**config.mk**
```make
export PLATFORM = sky130hd
export DESIGN_NAME = acrc_core
export DESIGN_NICKNAME = d
export VERILOG_FILES = /design/src/verilog/acrc_pkg.sv /design/src/verilog/acrc_core.sv /design/src/verilog/acrc_sync.sv
export SDC_FILE = /design/constraint.sdc
export NUM_CORES = 1
export LEC_CHECK = 0
export ABC_AREA = 1
export BUFFER_PORTS_ARGS = -buffer_cell sky130_fd_sc_hd__buf_2
export CAP_MARGIN = 20
export CORE_MARGIN = 2
export CORE_UTILIZATION = 30
export CTS_BUF_LIST = sky130_fd_sc_hd__clkbuf_4 sky130_fd_sc_hd__clkbuf_8
export DETAILED_ROUTE_END_ITERATION = 12
export GPL_TIMING_DRIVEN = 0
export HOLD_SLACK_MARGIN = 0.08
export PLACE_DENSITY = 0.55
export SLEW_MARGIN = 20
export SYNTH_ARGS = -nofsm -noshare
export SYNTH_HDL_FRONTEND = slang
export SYNTH_SLANG_ARGS = --single-unit
```
**constraint.sdc**
```tcl
create_clock -name clk -period 1.3 [get_ports clk]
set_input_delay 0.325 -clock clk [delete_from_list [all_inputs] [get_ports clk]]
set_output_delay 0.325 -clock clk [all_outputs]
set_load 0.01 [all_outputs]
```
**src/verilog/acrc_pkg.sv**
```systemverilog
package acrc_pkg;
	// ------------------------------------------------------------
	// timing
	// ------------------------------------------------------------
	localparam int CLK_PERIOD_NS = 40;
	localparam int POR_TIME_NS   = 1000;
	localparam int POR_CYCLES    = (POR_TIME_NS + CLK_PERIOD_NS - 1)
		/ CLK_PERIOD_NS;
	localparam int CONV_TIME_NS  = 720;
	localparam int CONV_CYCLES   = CONV_TIME_NS / CLK_PERIOD_NS;
	localparam int CNT_W         = 6;
	localparam logic [CNT_W-1:0] CNT_IDLE = 6'h00;
	// ------------------------------------------------------------
	// trim loading and data
	// ------------------------------------------------------------
	localparam logic [1:0] TRIM_CONVS = 2'h3;
	localparam int DATA_W = 16;
	localparam logic [DATA_W-1:0] DATA_RST = 16'h0000;
	typedef enum logic [1:0] {
		ACRC_POR, ACRC_IDLE, ACRC_CONV, ACRC_RESET
	} acrc_state_t;
endpackage

```
**src/verilog/acrc_core.sv**
```systemverilog
`timescale 1ns/1ps
module acrc_core (
	// clock and reset
	input  wire logic                         clk,
	input  wire logic                         rstn,
	// host strobes
	input  wire logic                         conversion_start_n,
	input  wire logic                         select_n,
	input  wire logic                         read_n,
	// converter result
	input  wire logic [acrc_pkg::DATA_W-1:0]  result,
	// status and data pins
	output logic                              busy,
	output logic                              sampling,
	output logic                              trim_loading,
	output logic                              trim_done,
	output logic [acrc_pkg::DATA_W-1:0]       data_out,
	output logic [acrc_pkg::DATA_W-1:0]       data_oe
);
	// ------------------------------------------------------------
	// pin synchronisers and edge detection
	// ------------------------------------------------------------
	logic start_s;
	logic sel_s;
	logic rd_s;
	logic start_p_q;
	logic sel_p_q;

	acrc_sync u_sync_start (
		.clk   (clk),
		.rstn  (rstn),
		.pin   (conversion_start_n),
		.level (start_s)
	);
	acrc_sync u_sync_sel (
		.clk   (clk),
		.rstn  (rstn),
		.pin   (select_n),
		.level (sel_s)
	);
	acrc_sync u_sync_rd (
		.clk   (clk),
		.rstn  (rstn),
		.pin   (read_n),
		.level (rd_s)
	);

	wire start_fall = start_p_q & ~start_s;
	wire sel_fall   = sel_p_q & ~sel_s;

	always_ff @(posedge clk or negedge rstn) begin
		if (!rstn) begin
			start_p_q <= 1'b1;
			sel_p_q   <= 1'b1;
		end else begin
			start_p_q <= start_s;
			sel_p_q   <= sel_s;
		end
	end

	// ------------------------------------------------------------
	// sequencer state
	// ------------------------------------------------------------
	acrc_pkg::acrc_state_t state_q;
	acrc_pkg::acrc_state_t state_d;
	logic [acrc_pkg::CNT_W-1:0] cnt_q;
	logic [acrc_pkg::CNT_W-1:0] cnt_d;
	logic [1:0]                 trims_q;
	logic [acrc_pkg::DATA_W-1:0] latch_q;

	wire in_conv   = (state_q == acrc_pkg::ACRC_CONV);
	// a start fall needs select low; only an idle device converts
	wire go_conv   = (state_q == acrc_pkg::ACRC_IDLE) & start_fall & ~sel_s;
	wire abort_req = in_conv & ((start_fall & ~sel_s) | sel_fall);
	wire conv_end  = in_conv & ~abort_req
		& (cnt_q == acrc_pkg::CNT_W'(acrc_pkg::CONV_CYCLES - 1));
	wire por_end   = (state_q == acrc_pkg::ACRC_POR)
		& (cnt_q == acrc_pkg::CNT_W'(acrc_pkg::POR_CYCLES - 1));
	wire trim_act  = trims_q != acrc_pkg::TRIM_CONVS;
	// busy falls on conversion end or on internal reset; either opens sampling while select is low
	wire busy_fall = conv_end | (state_q == acrc_pkg::ACRC_RESET);

	// next state and counter
	always_comb begin
		state_d = state_q;
		cnt_d   = cnt_q + acrc_pkg::CNT_W'(1);
		case (state_q)
			acrc_pkg::ACRC_POR: begin
				if (por_end) begin
					state_d = acrc_pkg::ACRC_IDLE;
					cnt_d   = acrc_pkg::CNT_IDLE;
				end
			end
			acrc_pkg::ACRC_IDLE: begin
				cnt_d = acrc_pkg::CNT_IDLE;
				if (go_conv) begin
					state_d = acrc_pkg::ACRC_CONV;
				end
			end
			acrc_pkg::ACRC_CONV: begin
				if (abort_req) begin
					state_d = acrc_pkg::ACRC_RESET;
					cnt_d   = acrc_pkg::CNT_IDLE;
				end else if (conv_end) begin
					state_d = acrc_pkg::ACRC_IDLE;
					cnt_d   = acrc_pkg::CNT_IDLE;
				end
			end
			acrc_pkg::ACRC_RESET: begin
				// self-clearing: one cycle, no host release needed
				state_d = acrc_pkg::ACRC_IDLE;
				cnt_d   = acrc_pkg::CNT_IDLE;
			end
			default: begin
				state_d = acrc_pkg::ACRC_IDLE;
				cnt_d   = acrc_pkg::CNT_IDLE;
			end
		endcase
	end

	always_ff @(posedge clk or negedge rstn) begin
		if (!rstn) begin
			state_q <= acrc_pkg::ACRC_POR;
			cnt_q   <= acrc_pkg::CNT_IDLE;
		end else begin
			state_q <= state_d;
			cnt_q   <= cnt_d;
		end
	end

	// ------------------------------------------------------------
	// trim loading, only ever counted from power-up
	// ------------------------------------------------------------
	// strobe resets leave trims_q alone so the window never reopens
	always_ff @(posedge clk or negedge rstn) begin
		if (!rstn) begin
			trims_q <= 2'h0;
		end else if (conv_end & trim_act) begin
			trims_q <= trims_q + 2'h1;
		end
	end

	// ------------------------------------------------------------
	// result latch and outputs, all registered
	// ------------------------------------------------------------
	always_ff @(posedge clk or negedge rstn) begin
		if (!rstn) begin
			latch_q      <= acrc_pkg::DATA_RST;
			busy         <= 1'b0;
			sampling     <= 1'b0;
			trim_loading <= 1'b0;
			trim_done    <= 1'b0;
			data_out     <= acrc_pkg::DATA_RST;
			data_oe      <= acrc_pkg::DATA_RST;
		end else begin
			if (state_d == acrc_pkg::ACRC_RESET) begin
				latch_q <= acrc_pkg::DATA_RST;
			end else if (conv_end) begin
				latch_q <= result;
			end
			// busy mirrors the conversion state, dropped by reset
			busy <= (state_d == acrc_pkg::ACRC_CONV);
			if (state_d == acrc_pkg::ACRC_CONV) begin
				sampling <= 1'b0; // hold starts at the start fall
			end else if ((busy_fall & ~sel_s)
				| (sel_fall & ~in_conv)) begin
				sampling <= 1'b1;
			end
			trim_loading <= trim_act & (state_d == acrc_pkg::ACRC_CONV);
			trim_done    <= ~trim_act; // host discards until this rises
			data_out     <= latch_q;
			// one enable per bit so the pad ring stays uniform
			data_oe <= {acrc_pkg::DATA_W{~sel_s & ~rd_s}};
		end
	end
endmodule // acrc_core

```
**src/verilog/acrc_sync.sv**
```systemverilog
`timescale 1ns/1ps
// ------------------------------------------------------------
// three-stage pin synchroniser with agreement filter
// ------------------------------------------------------------
module acrc_sync (
	// clock and reset
	input  wire logic clk,
	input  wire logic rstn,
	// pin and filtered level
	input  wire logic pin,
	output logic      level
);
	logic s1_q;
	logic s2_q;
	logic s3_q;

	// first stage feeds only the second; reset level is idle high
	always_ff @(posedge clk or negedge rstn) begin
		if (!rstn) begin
			s1_q  <= 1'b1;
			s2_q  <= 1'b1;
			s3_q  <= 1'b1;
			level <= 1'b1;
		end else begin
			s1_q <= pin;
			s2_q <= s1_q;
			s3_q <= s2_q;
			if (s2_q == s3_q) begin
				level <= s3_q; // change counts once stages agree
			end
		end
	end
endmodule // acrc_sync

```
==> metrics.txt <==
# TYPE chip_impl_metric gauge
chip_impl_metric{name="die_x",unit="um"} 93.6
chip_impl_metric{name="synth.yosys.seq_area_share",unit="%"} 64.1
chip_impl_metric{name="vias_per_cell",unit=""} 4.12
chip_impl_info{name="endpoint_type_of_the_worst_setup_path",value="output pin"} 1
chip_impl_info{name="critPathSlowestCell",value="sky130_fd_sc_hd__dfrtp_2"} 1
chip_impl_metric{name="crit_cells",unit=""} 3
chip_impl_metric{name="fill_cell_instance_count_of_the_final_layout",unit=""} 709
chip_impl_metric{name="globalRoute.totalOverflow",unit=""} 0
chip_impl_metric{name="vdd_drop_max",unit="mV"} 0.892
chip_impl_metric{name="ctsLongestPathBuffers",unit=""} 2
chip_impl_info{name="failing_checks",value="setup timing"} 1
chip_impl_metric{name="ys_warn_count",unit=""} 0
chip_impl_metric{name="pin_count",unit=""} 57
chip_impl_info{name="root_buffer",value="sky130_fd_sc_hd__clkbuf_8"} 1
chip_impl_metric{name="clock_latency_on_the_worst_skew_pair",unit="ns"} 0.34
chip_impl_metric{name="layout.area.seq",unit="mm^2"} 0.00155
chip_impl_info{name="path_delay_family",value="flip-flops"} 1
chip_impl_metric{name="report.final.hold_viol_count",unit=""} 0
chip_impl_metric{name="arrival",unit="ns"} 1.12
chip_impl_metric{name="grt_util_all_layers",unit="%"} 12.3
chip_impl_metric{name="final_nets",unit=""} 321
chip_impl_metric{name="io_buffer_count",unit=""} 56
chip_impl_metric{name="maxSlewHeadroom",unit="%"} 48.8
chip_impl_metric{name="clkSinkCount",unit=""} 61
chip_impl_info{name="crit_start",value="data_oe[0]$_DFF_PN0_"} 1
chip_impl_metric{name="worst_slew_pin_slew",unit="ns"} 0.768
chip_impl_info{name="timing_worst_setup_path_type",value="flop to output pin"} 1
chip_impl_metric{name="avgRoutedWirePerCell",unit="um"} 12.5
chip_impl_metric{name="power.static_leakage",unit="nW"} 1.79
chip_impl_metric{name="timing.critical_path.slowest_cell_delay",unit="ns"} 0.41
chip_impl_info{name="worst_path_most_repeated_cell",value="sky130_fd_sc_hd__buf_6"} 1
chip_impl_metric{name="area_delta_synth_final",unit="%"} 51.8
chip_impl_metric{name="unique_masters_post_synth",unit=""} 24
chip_impl_info{name="worstPathCellList",value="buf_6 > buf_6 > buf_6"} 1
chip_impl_metric{name="worstPathRequired",unit="ns"} 0.98
chip_impl_metric{name="first_pass_iters",unit=""} 4
chip_impl_info{name="min-delay-path-class",value="primary input to async pin"} 1
chip_impl_metric{name="postRouteWirelength",unit="um"} 5040
chip_impl_metric{name="netlist_instances",unit=""} 206
chip_impl_metric{name="die_outline_area",unit="mm^2"} 0.00876
chip_impl_metric{name="starting_density",unit="%"} 31.0
chip_impl_metric{name="drtAntennaViolNets",unit=""} 0
chip_impl_metric{name="detailroute.via_count",unit=""} 1660
chip_impl_info{name="status",value="complete, but fails checks"} 1
chip_impl_metric{name="cts_buffers",unit=""} 9
chip_impl_metric{name="worst-r2r-setup-slack",unit="ns"} -0.13
chip_impl_metric{name="clkSlewWorstSetupHoldPaths",unit="ns"} 0.07
chip_impl_metric{name="fin_ws",unit="ns"} -0.141
chip_impl_metric{name="final_layout_size_suffix_gt1_share",unit="%"} 60.5
chip_impl_metric{name="post_detailed_route_drc_marker_count",unit=""} 0
chip_impl_metric{name="first_global_vias",unit=""} 1698
chip_impl_metric{name="synth.cell_area",unit="mm^2"} 0.00241
chip_impl_metric{name="fin_tns_setup",unit="ns"} -4.04
chip_impl_info{name="tritoncts",value="built"} 1
chip_impl_info{name="crit_path_end",value="data_oe[5]"} 1
chip_impl_metric{name="timing.hold.ws",unit="ns"} 0.0508
chip_impl_metric{name="diodes",unit=""} 0
chip_impl_metric{name="critical_path.max_fanout",unit=""} 8
chip_impl_metric{name="fp.coreArea",unit="mm^2"} 0.00777
chip_impl_metric{name="cts_h_tree_lvls",unit=""} 3
chip_impl_metric{name="synth.net_count",unit=""} 231
chip_impl_metric{name="setup_viol",unit=""} 42
chip_impl_metric{name="detailed_place_hpwl",unit="um"} 2760
chip_impl_metric{name="grt_max_degree",unit=""} 62
chip_impl_info{name="grt_setup_unrepaired",value="yes"} 1
chip_impl_metric{name="p_per_area",unit="mW/mm^2"} 1820
chip_impl_metric{name="r2r.worst_path.cells",unit=""} 9
chip_impl_metric{name="syn_avg_cell_area",unit="um^2"} 11.7
chip_impl_metric{name="finalClockSkew",unit="ns"} 0.00901
chip_impl_metric{name="final.period_utilization",unit="%"} 111
chip_impl_metric{name="post-route-min-period",unit="ns"} 1.44
chip_impl_metric{name="max_freq",unit="MHz"} 694
chip_impl_metric{name="max_cap_viol_count",unit=""} 0
chip_impl_metric{name="drt_iter0_markers",unit=""} 57
chip_impl_info{name="worstSetupStartpointType",value="flop"} 1
chip_impl_metric{name="cp.buffers_inverters",unit=""} 3
chip_impl_info{name="critical_path.reg2reg.startpoint",value="u_sync_sel.level$_DFFE_PN1N_"} 1
chip_impl_metric{name="final-max-slew-violation-count",unit=""} 0
chip_impl_metric{name="global_route_wire_length_before_repair",unit="um"} 8050
chip_impl_info{name="worst_r2r_endpoint",value="latch_q[8]$_DFFE_PN0P_"} 1
chip_impl_metric{name="placement_rows",unit=""} 32
chip_impl_metric{name="die_y",unit="um"} 93.6
chip_impl_metric{name="grt_antenna_before_repair",unit=""} 0
chip_impl_metric{name="number_of_synthesized_register_bits",unit=""} 61
chip_impl_metric{name="gp_congestion",unit=""} 0.815
chip_impl_metric{name="multi_input_area",unit="um^2"} 785
layout by cell type (no fill, tap or decap), drive strengths merged:
master       netlist  layout
xnor2              2       2
clkinvlp           0       1
dlygate4sd3        0       3
dfrtp             47      47
nand4              1       1
nor3               1       1
nand3             30      30
buf               19      95
clkbuf             0      13
dfstp             14      14
o21bai             1       1
bufinv             0       2
inv               18      18
xor2               3       3
nor2              20      20
ha                 4       4
nand2             41      41
maj3               3       3
o21ai              2       2
worst reg2reg max path, stage by stage, from the launching register on:
cell	delay, ns
sky130_fd_sc_hd__dfstp_2	0.56
sky130_fd_sc_hd__inv_4	0.05
sky130_fd_sc_hd__nand2_4	0.08
sky130_fd_sc_hd__nand3_4	0.10
sky130_fd_sc_hd__nor2_8	0.12
sky130_fd_sc_hd__buf_12	0.13
sky130_fd_sc_hd__inv_12	0.04
sky130_fd_sc_hd__buf_12	0.13
sky130_fd_sc_hd__nand3_2	0.05
sky130_fd_sc_hd__nand2_1	0.05
metrics by stage:
| step | utilization, % | worst slack (ns) | cell area (um^2) | cells | total power [mW] |
|---|---|---|---|---|---|
| CTS | 45.8 | -0.160 | 3560 | 399 | 6.60 |
| global placement | 36.3 | -0.266 | 2820 | 364 | 4.31 |
| floorplan | - | -0.0594 | 2410 | 206 | 3.76 |
| global route | 47.0 | -0.190 | 3650 | 403 | 7.09 |
| finish | 47.0 | -0.141 | 3650 | 403 | 6.65 |
| detailed placement | 36.4 | -0.222 | 2820 | 364 | 4.35 |
cells by family (layout without fill, tap and decap cells):
family / after synthesis / count (layout) / share of synthesized area [%]
xor gates and xnor gates: 5 / 5 / 1.82
and+or+nand+nor: 93 / 93 / 20.9
buffers and inverters: 37 / 132 / 9.04
DFF: 61 / 61 / 64.1
AOI/OAI and AO/OA: 3 / 3 / 0.728
adders and majority gates: 7 / 7 / 3.33
worst min-delay path by stage:
stage	from	end	depth (start not counted)
floorplan	rstn	busy$_DFF_PN0_	0
global placement	u_sync_rd.s1_q$_DFF_PN1_	u_sync_rd.s2_q$_DFF_PN1_	0
detailed placement	u_sync_sel.s1_q$_DFF_PN1_	u_sync_sel.s2_q$_DFF_PN1_	0
CTS	rstn	data_out[2]$_DFF_PN0_	1
global route	rstn	data_out[3]$_DFF_PN0_	1
finish	rstn	latch_q[3]$_DFFE_PN0P_	1
timing repair:
| item | CTS | global route |
|---|---|---|
| gates resized for setup | 72 | 24 |
| pin swaps | 11 | 7 |
| endpoints found under the hold margin | 3 | 0 |
| hold buffers | 3 | 0 |
| endpoints found under the setup margin | 44 | 44 |
| gates cloned | 2 | 0 |
| setup buffers | 14 | 4 |
registers in the layout, indices dropped and copies added (netlist names), 2 cells and up:
name,flops
latch_q,16
trims_q,2
data_out,16
cnt_q,6
state_q,2
layout make-up:
type	count	area share, %
clock buffers	13	4.55
repair buffers	79	17.8
inverters	18	2.26
well taps	102	3.49
flip-flops and latches	61	42.4
plain buffers	19	6.20
clock inverters	3	1.85
multi-input cells	108	21.5
synthesized netlist by cell type:
library cell               number  area share [%]
sky130_fd_sc_hd__buf_2          1            0.21
sky130_fd_sc_hd__buf_4         16             5.0
sky130_fd_sc_hd__buf_6          2            0.94
sky130_fd_sc_hd__dfrtp_1       47              49
sky130_fd_sc_hd__dfstp_2       14              15
sky130_fd_sc_hd__ha_1           4             2.1
sky130_fd_sc_hd__inv_1         15             2.3
sky130_fd_sc_hd__inv_2          2            0.31
sky130_fd_sc_hd__inv_4          1            0.26
sky130_fd_sc_hd__maj3_1         3             1.2
sky130_fd_sc_hd__nand2_1       41             6.4
sky130_fd_sc_hd__nand3_1       17             3.5
sky130_fd_sc_hd__nand3_2       11             4.6
sky130_fd_sc_hd__nand3_4        2             1.5
sky130_fd_sc_hd__nand4_1        1            0.26
sky130_fd_sc_hd__nor2_1        16             2.5
sky130_fd_sc_hd__nor2_2         1            0.26
sky130_fd_sc_hd__nor2_4         2            0.94
sky130_fd_sc_hd__nor2_8         1            0.83
sky130_fd_sc_hd__nor3_1         1            0.21
sky130_fd_sc_hd__o21ai_0        2            0.42
sky130_fd_sc_hd__o21bai_1       1            0.31
sky130_fd_sc_hd__xnor2_1        2            0.73
sky130_fd_sc_hd__xor2_1         3             1.1
routing by layer:
metal | up-vias | global-route usage, % | part of all wire (%)
met4 | 0 | 6.64 | 2.3
met1 | 803 | 15.4 | 44
met5 | - | 0 | 0
li1 | 812 | - | -
met2 | 35 | 18.6 | 50
met3 | 10 | 4.11 | 3.5
report_power, final:
part           internal [mW]  total [mW]  switching, mW
combinational          0.863        1.80          0.934
clock                   1.23        1.95          0.725
sequential              2.56        2.90          0.346
total                   4.65        6.65           2.00
Power figures use the tool's default switching activity.
